--- src/ccib_pkg.sv ---
// Constants and state types for the identification, interrupt and buffer control register bank
package ccib_pkg;

	// =========================================================================
	// Bus geometry
	// Register byte address = word index * 4; index is the byte address [13:2]
	localparam int ADR_W = 14;
	localparam int IDX_LSB = 2;
	localparam int IDX_W = 12;
	localparam int DATA_W = 32;
	localparam int SEL_W = 4;

	// =========================================================================
	// Register word indices
	localparam logic [11:0] IDX_VERSION_ID = 12'h901;
	localparam logic [11:0] IDX_UNIT_IRQ_MASK = 12'h902;
	localparam logic [11:0] IDX_IN_BUF_CTL = 12'h903;
	localparam logic [11:0] IDX_OUT_BUF_CTL = 12'h904;
	localparam logic [11:0] IDX_CTRL_STATUS = 12'h905;
	localparam logic [11:0] IDX_UNIT_IRQ_STATUS = 12'h906;

	// =========================================================================
	// Field positions, little-endian numbering (big-endian bit n sits at 31-n)
	localparam int VER_W = 3;
	localparam int VER_CHIP_LSB = 21;
	localparam int VER_DIGEST_LSB = 18;
	localparam int VER_DES_LSB = 15;
	localparam int VER_STREAM_LSB = 12;
	localparam int VER_RANDOM_LSB = 9;
	localparam int VER_BUSCTL_LSB = 3;
	localparam int VER_PUBKEY_LSB = 0;

	// Unit index equals its bit in the mask and interrupt status words
	localparam int N_UNITS = 5;
	localparam int UNIT_PUBKEY = 0;
	localparam int UNIT_RANDOM = 1;
	localparam int UNIT_DIGEST = 2;
	localparam int UNIT_STREAM = 3;
	localparam int UNIT_DES = 4;
	localparam int UNIT_LSB = 0;

	localparam int CNT_LSB = 16;
	localparam int CNT_W = 8;
	localparam int START_LSB = 0;
	localparam int START_W = 12;

	localparam int AUTO_LSB = 1;
	localparam int AUTO_W = 3;
	localparam int DEST_LSB = 4;
	localparam int DEST_W = 4;
	localparam int IRQ_PEND_BIT = 8;
	localparam int CST_UNIT_LSB = 9;

	// =========================================================================
	// Encodings
	localparam logic [3:0] DEST_DES = 4'h8;
	localparam logic [3:0] DEST_STREAM = 4'h9;
	localparam logic [3:0] DEST_DIGEST = 4'hA;
	localparam logic [3:0] DEST_RANDOM = 4'hB;
	localparam logic [3:0] DEST_PUBKEY = 4'hC;
	localparam logic [2:0] AUTO_ON = 3'h1;

	// =========================================================================
	// Reset values
	localparam logic UNIT_MASK_RST = 1'b1;
	localparam logic [7:0] CNT_RST = 8'h00;
	localparam logic [11:0] START_RST = 12'h000;
	localparam logic [3:0] DEST_RST = 4'h0;
	localparam logic [2:0] AUTO_RST = 3'h0;

	// =========================================================================
	// State of one interrupt cell
	typedef struct packed {
		logic pend;
		logic mask;
	} ccib_cell_t;

	// State of the register bank
	typedef struct packed {
		logic ack;
		logic [31:0] rdat;
		logic irq_n;
		logic [7:0] in_cnt;
		logic [11:0] in_start;
		logic [7:0] out_cnt;
		logic [11:0] out_start;
		logic [3:0] dest;
		logic [2:0] auto_um;
		logic [4:0] unit_en;
	} ccib_bank_t;

endpackage

--- src/ccib_bank.sv ---
// Identification, interrupt aggregation and buffer control register bank
//
// Summary of operation
// - A read-only 32-bit word reports chip and unit versions.
// - Version fields sit at the chip, unit and bus controller positions.
// - All unit interrupts merge onto one active-low host interrupt.
// - Host interrupt stays low until every pending unmasked unit interrupt is serviced or masked.
// - All units have equal priority; no ordering among them.
// - Mask bit 1 blocks a unit's interrupt; 0 lets it pass.
// - Mask bits: DES 27, stream 28, digest 29, random 30, public key 31.
// - One status read shows all units' interrupt state.
// - Input count mask sets words per input block into the unit.
// - Input start address is the offset receiving the first word.
// - Output count mask sets words per output block from the unit.
// - Output start address is the offset of the first output word.
// - A four-bit destination picks at most one active unit (codes 8 to C); host changes it between operations.
// - Auto-unmask clears the active unit's mask once it finishes its data.
`timescale 1ns/1ps
`default_nettype none

module ccib_bank #(
	// Version codes; values are arbitrary
	parameter logic [2:0] VER_CHIP = 3'h1,
	parameter logic [2:0] VER_DIGEST = 3'h1,
	parameter logic [2:0] VER_DES = 3'h1,
	parameter logic [2:0] VER_STREAM = 3'h1,
	parameter logic [2:0] VER_RANDOM = 3'h1,
	parameter logic [2:0] VER_BUSCTL = 3'h1,
	parameter logic [2:0] VER_PUBKEY = 3'h1
) (
	input wire logic mclk, // Master clock, 40 MHz
	input wire logic sys_rst, // Asynchronous reset, active high
	input wire logic wb_cyc_i, // Wishbone cycle
	input wire logic wb_stb_i, // Wishbone strobe
	input wire logic wb_we_i, // Wishbone write enable
	input wire logic [13:0] wb_adr_i, // Wishbone byte address
	input wire logic [3:0] wb_sel_i, // Wishbone byte lanes
	input wire logic [31:0] wb_dat_i, // Wishbone write data
	output logic [31:0] wb_dat_o, // Wishbone read data
	output logic wb_ack_o, // Wishbone acknowledge
	input wire logic [4:0] unit_irq, // Unit interrupt levels, by unit index
	input wire logic unit_done, // Pulse: active unit finished its data
	output logic irq_n, // Host interrupt, active low
	output logic [7:0] in_count_mask, // Words per input block
	output logic [11:0] in_start_addr, // First input word offset
	output logic [7:0] out_count_mask, // Words per output block
	output logic [11:0] out_start_addr, // First output word offset
	output logic [3:0] active_dest, // Destination code
	output logic [4:0] unit_enable // One-hot active unit
);

	// =========================================================================
	// State
	ccib_pkg::ccib_bank_t s_q;
	ccib_pkg::ccib_bank_t s_d;

	// =========================================================================
	// Bus decode
	logic req;
	logic wr;
	logic rd;
	logic [11:0] idx;
	logic [31:0] lane_mask;

	assign req = wb_cyc_i & wb_stb_i & ~s_q.ack;
	assign wr = req & wb_we_i;
	assign rd = req & ~wb_we_i;
	assign idx = wb_adr_i[ccib_pkg::IDX_LSB +: ccib_pkg::IDX_W];

	always_comb begin
		for (int i = 0; i < ccib_pkg::SEL_W; i++) begin
			lane_mask[i*8 +: 8] = {8{wb_sel_i[i]}};
		end
	end

	// =========================================================================
	// Interrupt cells, one per unit
	logic [4:0] pend_vec;
	logic [4:0] mask_vec;
	logic [4:0] live_vec;
	logic [4:0] auto_clr;
	logic stat_rd;
	logic mask_wr;
	logic auto_fire;
	logic [31:0] mask_new;
	logic [31:0] mask_word;
	logic [31:0] pend_word;

	// Unit bits sit at the bottom of the mask and status words; the rest reads 0
	always_comb begin
		mask_word = 32'h00000000;
		mask_word[ccib_pkg::UNIT_LSB +: ccib_pkg::N_UNITS] = mask_vec;
		pend_word = 32'h00000000;
		pend_word[ccib_pkg::UNIT_LSB +: ccib_pkg::N_UNITS] = pend_vec;
	end

	assign stat_rd = rd & (idx == ccib_pkg::IDX_UNIT_IRQ_STATUS);
	assign mask_wr = wr & (idx == ccib_pkg::IDX_UNIT_IRQ_MASK);
	assign mask_new = (mask_word & ~lane_mask) | (wb_dat_i & lane_mask);
	assign auto_fire = unit_done & (s_q.auto_um == ccib_pkg::AUTO_ON) & (|s_q.unit_en);
	assign auto_clr = auto_fire ? s_q.unit_en : 5'h00;

	genvar g;
	generate
		for (g = 0; g < ccib_pkg::N_UNITS; g++) begin : g_cell
			ccib_irq_cell u_cell (
				.mclk(mclk),
				.sys_rst(sys_rst),
				.unit_req(unit_irq[g]),
				.rd_clr(stat_rd),
				.mask_we(mask_wr & wb_sel_i[0]),
				.mask_wval(mask_new[ccib_pkg::UNIT_LSB + g]),
				.auto_clr(auto_clr[g]),
				.pend(pend_vec[g]),
				.mask(mask_vec[g]),
				.live(live_vec[g])
			);
		end
	endgenerate

	// =========================================================================
	// Destination decode
	function automatic logic [4:0] dest_onehot(input logic [3:0] code);
		logic [4:0] oh;
		oh = 5'h00;
		case (code)
			ccib_pkg::DEST_DES: oh[ccib_pkg::UNIT_DES] = 1'b1;
			ccib_pkg::DEST_STREAM: oh[ccib_pkg::UNIT_STREAM] = 1'b1;
			ccib_pkg::DEST_DIGEST: oh[ccib_pkg::UNIT_DIGEST] = 1'b1;
			ccib_pkg::DEST_RANDOM: oh[ccib_pkg::UNIT_RANDOM] = 1'b1;
			ccib_pkg::DEST_PUBKEY: oh[ccib_pkg::UNIT_PUBKEY] = 1'b1;
			default: oh = 5'h00;
		endcase
		return oh;
	endfunction

	// =========================================================================
	// Register images
	logic [31:0] id_word;
	logic [31:0] input_buffer_transfer_control_word;
	logic [31:0] output_buffer_transfer_control_word;
	logic [31:0] cst_word;
	logic [31:0] rd_word;
	logic [31:0] ib_new;
	logic [31:0] ob_new;
	logic [31:0] cst_new;

	always_comb begin
		id_word = 32'h00000000;
		id_word[ccib_pkg::VER_CHIP_LSB +: ccib_pkg::VER_W] = VER_CHIP;
		id_word[ccib_pkg::VER_DIGEST_LSB +: ccib_pkg::VER_W] = VER_DIGEST;
		id_word[ccib_pkg::VER_DES_LSB +: ccib_pkg::VER_W] = VER_DES;
		id_word[ccib_pkg::VER_STREAM_LSB +: ccib_pkg::VER_W] = VER_STREAM;
		id_word[ccib_pkg::VER_RANDOM_LSB +: ccib_pkg::VER_W] = VER_RANDOM;
		id_word[ccib_pkg::VER_BUSCTL_LSB +: ccib_pkg::VER_W] = VER_BUSCTL;
		id_word[ccib_pkg::VER_PUBKEY_LSB +: ccib_pkg::VER_W] = VER_PUBKEY;

		input_buffer_transfer_control_word = 32'h00000000;
		input_buffer_transfer_control_word[ccib_pkg::CNT_LSB +: ccib_pkg::CNT_W] = s_q.in_cnt;
		input_buffer_transfer_control_word[ccib_pkg::START_LSB +: ccib_pkg::START_W] = s_q.in_start;

		output_buffer_transfer_control_word = 32'h00000000;
		output_buffer_transfer_control_word[ccib_pkg::CNT_LSB +: ccib_pkg::CNT_W] = s_q.out_cnt;
		output_buffer_transfer_control_word[ccib_pkg::START_LSB +: ccib_pkg::START_W] = s_q.out_start;

		// All units in one word; reading it does not clear the flags
		cst_word = 32'h00000000;
		cst_word[ccib_pkg::CST_UNIT_LSB +: ccib_pkg::N_UNITS] = pend_vec;
		cst_word[ccib_pkg::IRQ_PEND_BIT] = ~s_q.irq_n;
		cst_word[ccib_pkg::DEST_LSB +: ccib_pkg::DEST_W] = s_q.dest;
		cst_word[ccib_pkg::AUTO_LSB +: ccib_pkg::AUTO_W] = s_q.auto_um;

		ib_new = (input_buffer_transfer_control_word & ~lane_mask) | (wb_dat_i & lane_mask);
		ob_new = (output_buffer_transfer_control_word & ~lane_mask) | (wb_dat_i & lane_mask);
		cst_new = (cst_word & ~lane_mask) | (wb_dat_i & lane_mask);

		case (idx)
			ccib_pkg::IDX_VERSION_ID: rd_word = id_word;
			ccib_pkg::IDX_UNIT_IRQ_MASK: rd_word = mask_word;
			ccib_pkg::IDX_IN_BUF_CTL: rd_word = input_buffer_transfer_control_word;
			ccib_pkg::IDX_OUT_BUF_CTL: rd_word = output_buffer_transfer_control_word;
			ccib_pkg::IDX_CTRL_STATUS: rd_word = cst_word;
			ccib_pkg::IDX_UNIT_IRQ_STATUS: rd_word = pend_word;
			default: rd_word = 32'h00000000;
		endcase
	end

	// =========================================================================
	// Next state
	always_comb begin
		s_d = s_q;
		// One wait state: ack follows the taken request, then drops
		s_d.ack = req;
		if (rd) begin
			s_d.rdat = rd_word;
		end
		// No unit outranks another: a plain OR of the live flags
		s_d.irq_n = ~(|live_vec);
		if (wr) begin
			case (idx)
				ccib_pkg::IDX_IN_BUF_CTL: begin
					s_d.in_cnt = ib_new[ccib_pkg::CNT_LSB +: ccib_pkg::CNT_W];
					s_d.in_start = ib_new[ccib_pkg::START_LSB +: ccib_pkg::START_W];
				end
				ccib_pkg::IDX_OUT_BUF_CTL: begin
					s_d.out_cnt = ob_new[ccib_pkg::CNT_LSB +: ccib_pkg::CNT_W];
					s_d.out_start = ob_new[ccib_pkg::START_LSB +: ccib_pkg::START_W];
				end
				ccib_pkg::IDX_CTRL_STATUS: begin
					// Changing the destination mid-operation is the host's hazard
					s_d.dest = cst_new[ccib_pkg::DEST_LSB +: ccib_pkg::DEST_W];
					s_d.auto_um = cst_new[ccib_pkg::AUTO_LSB +: ccib_pkg::AUTO_W];
					s_d.unit_en = dest_onehot(s_d.dest);
				end
				default: begin
				end
			endcase
		end
	end

	always_ff @(posedge mclk or posedge sys_rst) begin
		if (sys_rst) begin
			s_q.ack <= 1'b0;
			s_q.rdat <= 32'h00000000;
			s_q.irq_n <= 1'b1;
			s_q.in_cnt <= ccib_pkg::CNT_RST;
			s_q.in_start <= ccib_pkg::START_RST;
			s_q.out_cnt <= ccib_pkg::CNT_RST;
			s_q.out_start <= ccib_pkg::START_RST;
			s_q.dest <= ccib_pkg::DEST_RST;
			s_q.auto_um <= ccib_pkg::AUTO_RST;
			s_q.unit_en <= 5'h00;
		end else begin
			s_q <= s_d;
		end
	end

	// =========================================================================
	// Outputs
	assign wb_ack_o = s_q.ack;
	assign wb_dat_o = s_q.rdat;
	assign irq_n = s_q.irq_n;
	assign in_count_mask = s_q.in_cnt;
	assign in_start_addr = s_q.in_start;
	assign out_count_mask = s_q.out_cnt;
	assign out_start_addr = s_q.out_start;
	assign active_dest = s_q.dest;
	assign unit_enable = s_q.unit_en;

	// =========================================================================
	// Checks
	a_ack_single: assert property (
		@(posedge mclk) disable iff (sys_rst) req |=> wb_ack_o ##1 !wb_ack_o)
		else $error("ack not a single cycle after request");

	a_id_value: assert property (
		@(posedge mclk) disable iff (sys_rst)
		(rd && idx == ccib_pkg::IDX_VERSION_ID) |=> (wb_ack_o && wb_dat_o == id_word))
		else $error("version word read wrong");

	a_irq_follows: assert property (
		@(posedge mclk) disable iff (sys_rst) (|live_vec) |=> !irq_n)
		else $error("unmasked pending interrupt not signalled");

	a_irq_held: assert property (
		@(posedge mclk) disable iff (sys_rst)
		(!irq_n && $past(|live_vec) && (|live_vec)) |=> !irq_n)
		else $error("interrupt released while still pending");

	a_irq_quiet: assert property (
		@(posedge mclk) disable iff (sys_rst) ((pend_vec & ~mask_vec) == 5'h00) |=> irq_n)
		else $error("interrupt with nothing unmasked pending");

	a_mask_write: assert property (
		@(posedge mclk) disable iff (sys_rst)
		(mask_wr && wb_sel_i[0]) |=> (mask_vec == $past(wb_dat_i[4:0])))
		else $error("mask write not stored");

	a_stat_read: assert property (
		@(posedge mclk) disable iff (sys_rst)
		stat_rd |=> (wb_dat_o == {27'h0, $past(pend_vec)}))
		else $error("status read wrong");

	a_in_ctl: assert property (
		@(posedge mclk) disable iff (sys_rst)
		(wr && idx == ccib_pkg::IDX_IN_BUF_CTL && wb_sel_i == 4'hF)
		|=> (in_count_mask == $past(wb_dat_i[23:16]) && in_start_addr == $past(wb_dat_i[11:0])))
		else $error("input buffer control not stored");

	a_out_ctl: assert property (
		@(posedge mclk) disable iff (sys_rst)
		(wr && idx == ccib_pkg::IDX_OUT_BUF_CTL && wb_sel_i == 4'hF)
		|=> (out_count_mask == $past(wb_dat_i[23:16]) && out_start_addr == $past(wb_dat_i[11:0])))
		else $error("output buffer control not stored");

	a_one_unit: assert property (
		@(posedge mclk) disable iff (sys_rst)
		$onehot0(unit_enable) && ((|unit_enable) == (active_dest >= ccib_pkg::DEST_DES
		&& active_dest <= ccib_pkg::DEST_PUBKEY)))
		else $error("more than one active unit");

	a_auto_unmask: assert property (
		@(posedge mclk) disable iff (sys_rst)
		(auto_fire && !mask_wr) |=> ((mask_vec & $past(unit_enable)) == 5'h00))
		else $error("auto-unmask did not clear mask");

	a_ack_answer: assert property (
		@(posedge mclk) disable iff (sys_rst) wb_ack_o |-> $past(req))
		else $error("ack without a taken request");

	// Hold checks: read data, buffer control and destination move only on bus accesses; then status clear, auto-off and unmapped-read checks
	a_rdat_hold: assert property (
		@(posedge mclk) disable iff (sys_rst) !rd |=> $stable(wb_dat_o))
		else $error("read data changed without a read");

	a_ctl_hold: assert property (
		@(posedge mclk) disable iff (sys_rst)
		!wr |=> $stable({in_count_mask, in_start_addr, out_count_mask, out_start_addr}))
		else $error("buffer control changed without a write");

	a_dest_hold: assert property (
		@(posedge mclk) disable iff (sys_rst)
		!(wr && idx == ccib_pkg::IDX_CTRL_STATUS) |=> $stable({active_dest, unit_enable}))
		else $error("destination changed without a write");

	a_irq_release: assert property (
		@(posedge mclk) disable iff (sys_rst)
		(stat_rd && unit_irq == 5'h00) |=> (pend_vec == 5'h00))
		else $error("status read left a flag set");

	a_auto_off: assert property (
		@(posedge mclk) disable iff (sys_rst)
		(unit_done && s_q.auto_um != ccib_pkg::AUTO_ON && !mask_wr) |=> $stable(mask_vec))
		else $error("mask cleared with auto-unmask off");

	a_unmapped_zero: assert property (
		@(posedge mclk) disable iff (sys_rst)
		(rd && (idx < ccib_pkg::IDX_VERSION_ID || idx > ccib_pkg::IDX_UNIT_IRQ_STATUS))
		|=> (wb_dat_o == 32'h00000000))
		else $error("unmapped read not zero");

endmodule

`default_nettype wire

--- src/ccib_irq_cell.sv ---
// One execution unit's sticky interrupt flag and mask bit
`timescale 1ns/1ps
`default_nettype none

module ccib_irq_cell (
	input wire logic mclk, // Master clock
	input wire logic sys_rst, // Asynchronous reset, active high
	input wire logic unit_req, // Interrupt level from the unit
	input wire logic rd_clr, // Status register read taken
	input wire logic mask_we, // Host writes this mask bit
	input wire logic mask_wval, // Value written to the mask bit
	input wire logic auto_clr, // Auto-unmask of this unit
	output logic pend, // Sticky pending flag
	output logic mask, // Mask bit, 1 blocks
	output logic live // Pending and not masked
);

	// =========================================================================
	// State
	ccib_pkg::ccib_cell_t s_q;
	ccib_pkg::ccib_cell_t s_d;

	always_comb begin
		s_d = s_q;
		// A request in the clearing cycle keeps the flag set
		s_d.pend = unit_req | (s_q.pend & ~rd_clr);
		// Host write wins over auto-unmask so software keeps the last word
		if (mask_we) begin
			s_d.mask = mask_wval;
		end else if (auto_clr) begin
			s_d.mask = 1'b0;
		end
	end

	always_ff @(posedge mclk or posedge sys_rst) begin
		if (sys_rst) begin
			s_q.pend <= 1'b0;
			s_q.mask <= ccib_pkg::UNIT_MASK_RST;
		end else begin
			s_q <= s_d;
		end
	end

	assign pend = s_q.pend;
	assign mask = s_q.mask;
	assign live = s_q.pend & ~s_q.mask;

	// =========================================================================
	// Checks
	a_pend_set_wins: assert property (
		@(posedge mclk) disable iff (sys_rst) unit_req |=> pend)
		else $error("request lost while flag cleared");

	a_mask_blocks: assert property (
		@(posedge mclk) disable iff (sys_rst)
		(mask && !mask_we && !auto_clr) |=> (mask && !live))
		else $error("masked unit reaches interrupt");

endmodule

`default_nettype wire

--- config.mk ---
export PLATFORM = sky130hd
export DESIGN_NAME = ccib_bank
export DESIGN_NICKNAME = d
export VERILOG_FILES = /design/src/ccib_pkg.sv /design/src/ccib_bank.sv /design/src/ccib_irq_cell.sv
export SDC_FILE = /design/constraint.sdc
export NUM_CORES = 1
export LEC_CHECK = 0
export BUFFER_PORTS_ARGS = -buffer_cell sky130_fd_sc_hd__buf_2
export CORE_ASPECT_RATIO = 0.7
export CORE_MARGIN = 2
export CORE_UTILIZATION = 54
export CTS_BUF_LIST = sky130_fd_sc_hd__clkbuf_8 sky130_fd_sc_hd__clkbuf_16
export CTS_CLUSTER_SIZE = 20
export DETAILED_ROUTE_END_ITERATION = 10
export PLACE_DENSITY = 0.83
export SETUP_SLACK_MARGIN = 0.2
export SLEW_MARGIN = 20
export SYNTH_ARGS = -nofsm -noshare
export SYNTH_HDL_FRONTEND = slang
export SYNTH_SLANG_ARGS = --single-unit
--- constraint.sdc ---
create_clock -name mclk -period 5.1 [get_ports mclk]
set_input_delay 1.02 -clock mclk [delete_from_list [all_inputs] [get_ports mclk]]
set_output_delay 1.02 -clock mclk [all_outputs]
set_load 0.03 [all_outputs]
[Word level (Yosys, flattened, before mapping)]
Index checks and enable logic that the tools add are counted.
Storage, ports and cells
  bits in registers: 96
  logic and storage cells: 103
Cells by class
  equality and inequality tests: 12
  mux-type cells: 17
  bitwise operators: 44
  reductions and logical operators: 10
Operators with widths (count)
  case mux 24 bit (6 select lines): 1
  bitwise AND 24 bit: 3
  equality test 12 bit, second input constant: 6
  OR 24 bit: 2
  NOT 24 bit: 1
  equality test 4 bit, second input constant: 5
  bitwise AND 1 bit: 19
  two-way mux 1 bit: 15
  NOT 1 bit: 10
  nonzero test 2 bit: 5
  OR reduction 5 bit: 2
  bitwise AND 8 bit: 1
  OR 8 bit: 1
  AND reduction 2 bit: 3
  bitwise AND 5 bit: 1
  two-way mux 5 bit: 1
  OR 1 bit: 5
  OR 5 bit: 1
  equality test 3 x 1 -> 1 bit, second input constant: 1

[Longest topological paths before layout]
  depth after elaboration: 7
  depth in mapped cells: 7
  mapped depth without buffers: 4

[By module]
A second synthesis with hierarchy kept.
Unflattened totals
  cells, all modules: 375
  area total of the unflattened synthesis: 4309.1 um^2
By module, submodules not included
  ccib_bank: instances 1, cells an instance 330, area an instance 3852.4 um^2
  ccib_irq_cell: instances 5, cells an instance 9, area an instance 91.3 um^2

[Least setup slack after synthesis]
OpenSTA, ideal clock, no wires.
  kind: in2reg
  start point: input wb_adr_i[9]
  end point: register s_q, in the netlist active_dest[0]
  setup time: 125 ps
  arrival: 2498 ps
  data required time: 4975 ps
  slack: 2477 ps
  stages on the path: 5
  path buffers: 1
  path through: nor4_4 -> nand3_2 -> or4_1 -> buf_4 -> mux2_4
Between the ends
  longest elaborated chain between the ends: 2
RTL lines
  from (decl): RTL line ccib_bank.sv:36  | input wire logic [13:0] wb_adr_i,
  equality test 12 bit: RTL line ccib_bank.sv:200  | case (idx)
  AND reduction 2 bit (no source line)
  to (decl): RTL line ccib_bank.sv:54  | ccib_pkg::ccib_bank_t s_q;
Every way passes these cells.
A chain may end at the register's enable or synchronous reset.

[Worst setup path after layout]
  start point: input wb_we_i
  end point: register s_q, in the netlist wb_dat_o[11]
Between the ends
  longest elaborated chain between the ends: 2
RTL lines
  from (decl): RTL line ccib_bank.sv:35  | input wire logic wb_we_i,
  NOT 1 bit: RTL line ccib_bank.sv:67  | assign rd = req & ~wb_we_i;
  bitwise AND 1 bit: RTL line ccib_bank.sv:67
Every way passes these cells.

==> run summary <==
Global routing consumed, on the met2 layer, 38.5% of the routing resources. The global-route congestion overflow total is 0. The total negative slack for setup checks was 0 ps.

The pre-antenna-repair detailed-routing pass consisted of 6 iterations. At the worst endpoint, the required time is 5400 ps. In this run, the number of DRC markers left after iteration 0 of detailed routing was 245. The number of clock buffers added by TritonCTS is 9. At the worst endpoint, the arrival time is 3370 ps. The run gives 0 as the number of setup buffers added after CTS. STA classifies the critical path endpoint as a flip-flop. The final critical path takes up 60.2% of the cycle. The total of cells resized after clock tree synthesis was 0; the number of register bits inferred by synthesis was 87. After detailed routing, the total wire length is 10.6 mm. The placer's final routability congestion estimate was 0.908; the power density over the cells was 265 nW/um^2. CTS saw 87 sinks. The run finished with clean final reports. In the synthesized netlist the async set-or-reset flop fraction comes to 100%. After clock tree synthesis, the clock-pin slew on the worst setup and hold paths is 90 ps. The total I/O pin count was 144; the via density per instance was 5.91. In this run the most used layer during global routing was met2. The launch point of the worst hold path was wb_dat_o[0]. The run gives 0 as the total of endpoints with negative setup slack in the final report. Counting every instance in the synthesized netlist gives 334.

Max-slew violation total from the final report: 0. The final net count was 508. The run gives 16.4 mm as the wire length of the first global-routing pass. The transition time of the tightest slew-check pin is 963 ps, and the growth of design area from synthesis to finish is 20.2%. For the final database, setup skew stands at 5.88 ps. The setup path with the least slack is of type input pin to flip-flop.

The floorplan step defined a die boundary enclosing 8390 um^2. The residual antenna-violating net count after detailed routing was 0; the share of layout cells above drive strength 1 was 46.9%. The run gives 3 as the number of levels in the clock H-tree. Launching element of the worst setup path: wb_we_i.

The path class of the tightest hold or removal check is flip-flop to flip-flop. In this run, synthesis inferred 0 flip-flops with an integrated enable. Based on the critical path, the design can be clocked at up to 0.326 GHz. The number of hold violations in the final report is 0, and the synthesized cell area is 4140 um^2. The max-cap check violation count is 0, and the met3 track demand over resource is 8.08%. Maximum fanout encountered on the critical timing path: 15. The clock tree root driver cell was sky130_fd_sc_hd__clkbuf_8. After detailed routing, the number of remaining DRC violations is 0. The number of antenna diodes in the final layout is 0. Counting distinct cell types in the post-synthesis netlist gives 50. The tools report the headroom to the max-slew limit as 35.7%. Across every metal layer, demand over resource in global routing totals 26.0%. The number of rows created at floorplan was 26.

After layout, the minimum clock period comes to 3070 ps. Detailed placement finished with a half-perimeter wire length of 7.81 mm. In this run the deepest clock path goes through 2 buffers. The count of buffers from port buffering is 119, and the clock latency on the worst-skew pair is 360 ps. The maximum resistive drop on vdd is 0.226 mV, and the mean instance size in the synthesized netlist is 12.4 um^2.

Sort of element at the start of the critical path: an input pin. Via count of the routed design: 3252. Cells fill 67.6% of the core in the end.

Setup repair after global routing left no endpoint under its margin. Reg-to-reg startpoint: wb_ack_o. The most used flip-flop cell after synthesis is sky130_fd_sc_hd__dfrtp_1.

The via count of the first global-routing pass is 3101. Once the floorplan was initialized, standard cells occupied 56.2% of the core. Counting the fill cells in the layout gives 574. After floorplanning, the core was sized to cover 7350 um^2. Entering global routing, the biggest net connects 49 pins. In the global route stage, met1 resource usage came out at 37.1%. In this run the static leakage power is 2.65 nW.

For this run, the number of Yosys warnings is 0. The final routed wire length divided by cell count is 19.2 um. Height of the die: 77.2 um. The hold slack is 492 ps.

Number of antenna violations at the first check in global routing: 0. TritonCTS built the clock tree. Summing the sequential cell areas from Yosys gives 52.8% of the chip area. The number of buffers added to fix hold violations after cts is 0, and the x dimension of the die is 109 um.
==> cell usage after synthesis (2+ instances only) <==
master | number | area share [%]
sky130_fd_sc_hd__dfrtp_1 | 81 | 49
sky130_fd_sc_hd__mux2_2 | 53 | 14
sky130_fd_sc_hd__nand2_1 | 20 | 1.8
sky130_fd_sc_hd__nor2b_1 | 20 | 3.0
sky130_fd_sc_hd__buf_4 | 14 | 2.5
sky130_fd_sc_hd__a221o_1 | 13 | 3.1
sky130_fd_sc_hd__inv_1 | 10 | 0.91
sky130_fd_sc_hd__clkbuf_1 | 8 | 0.73
sky130_fd_sc_hd__a21o_1 | 7 | 1.3
sky130_fd_sc_hd__mux2_4 | 7 | 2.5
sky130_fd_sc_hd__nand2b_1 | 7 | 1.1
sky130_fd_sc_hd__dfstp_2 | 6 | 3.8
sky130_fd_sc_hd__mux2i_1 | 6 | 1.5
sky130_fd_sc_hd__a21boi_0 | 5 | 0.91
sky130_fd_sc_hd__a21oi_1 | 5 | 0.61
sky130_fd_sc_hd__nor2_1 | 5 | 0.45
sky130_fd_sc_hd__nor3_1 | 5 | 0.61
sky130_fd_sc_hd__o21ai_0 | 5 | 0.61
sky130_fd_sc_hd__a22o_1 | 4 | 0.85
sky130_fd_sc_hd__a32o_1 | 4 | 0.97
sky130_fd_sc_hd__nor2_2 | 4 | 0.61
sky130_fd_sc_hd__o22ai_1 | 4 | 0.61
sky130_fd_sc_hd__a222oi_1 | 3 | 0.73
sky130_fd_sc_hd__a22oi_1 | 3 | 0.54
sky130_fd_sc_hd__buf_2 | 3 | 0.36
sky130_fd_sc_hd__nand3_1 | 3 | 0.36
sky130_fd_sc_hd__nor3b_1 | 3 | 0.54
sky130_fd_sc_hd__nand3b_1 | 2 | 0.36
sky130_fd_sc_hd__nand4_1 | 2 | 0.30
sky130_fd_sc_hd__nor4_2 | 2 | 0.61
==> worst max-delay path, stage by stage <==
cell                       delay (ps)
sky130_fd_sc_hd__buf_2            130
sky130_fd_sc_hd__and4bb_1         670
sky130_fd_sc_hd__and4_1           440
sky130_fd_sc_hd__and2_0           810
sky130_fd_sc_hd__a221o_1          300
==> cells by family (layout without fill, tap and decap cells) <==
logic type / count (synthesis) / in the layout / synth area share [%]
DFF: 87 / 87 / 52.8
and+or+nand+nor: 85 / 85 / 12.6
muxes: 66 / 66 / 18.4
AOI/OAI and AO/OA: 59 / 59 / 11.4
buffers and inverters: 36 / 146 / 4.63
other: 1 / 9 / 0.0907
==> cell usage in the layout, fill, tap and decap left out, types with 9 or more instances in the layout <==
cell / n
sky130_fd_sc_hd__a221o_1: 13
sky130_fd_sc_hd__buf_2: 119
sky130_fd_sc_hd__clkbuf_8: 10
sky130_fd_sc_hd__conb_1: 9
sky130_fd_sc_hd__dfrtp_1: 81
sky130_fd_sc_hd__inv_1: 9
sky130_fd_sc_hd__mux2_2: 53
sky130_fd_sc_hd__nand2_1: 20
sky130_fd_sc_hd__nor2b_1: 20
==> final cells by class <==
class                   instances  area (um^2)  area share, %
inverters                      10         38.8          0.781
repair buffers                120          603           12.1
clock inverters                 6         92.6           1.86
clock buffers                  10          138           2.77
well taps                      98          123           2.47
flip-flops and latches         87         2180           44.0
multi-input cells             219         1790           36.0
==> power breakdown <==
part | leakage, nW | switching, mW | internal (mW)
clock network | 0.109 | 0.253 | 0.292
registers | 1.17 | 0.000608 | 0.690
logic | 1.37 | 0.0587 | 0.0248
total | 2.65 | 0.312 | 1.01
==> per-stage QoR <==
stage                     setup slack [ps]  std cells  cell area [um^2]  power [mW]
after global placement                1780        534              4740       0.785
after floorplan                       1840        342              4170       0.757
after detailed placement              1710        534              4740       0.788
final                                 2030        550              4970        1.32
after CTS                             2080        550              4970        1.32
after global routing                  1960        550              4970        1.36
==> routing by layer <==
layer | vias to the layer above | share of wire [%]
met3 | 19 | 10
met1 | 1615 | 44
met2 | 173 | 44
met4 | 0 | 1.6
met5 | - | 0
li1 | 1445 | -
==> final timing paths <==
| check | endpoint | slack, ps | depth (start not counted) |
|---|---|---|---|
| worst max register to register | wb_dat_o[11] | 2420 | 4 |
| worst min register to register | wb_dat_o[0] | 490 | 1 |
| worst max-delay path | wb_dat_o[11] | 2030 | 5 |
| worst min-delay path | wb_dat_o[0] | 490 | 1 |
| max in group asynchronous | asynchronous set/reset pin | 3330 | 3 |
| min in group asynchronous | asynchronous set/reset pin | 730 | 2 |
No activity file was read; power rests on OpenSTA's default activity.
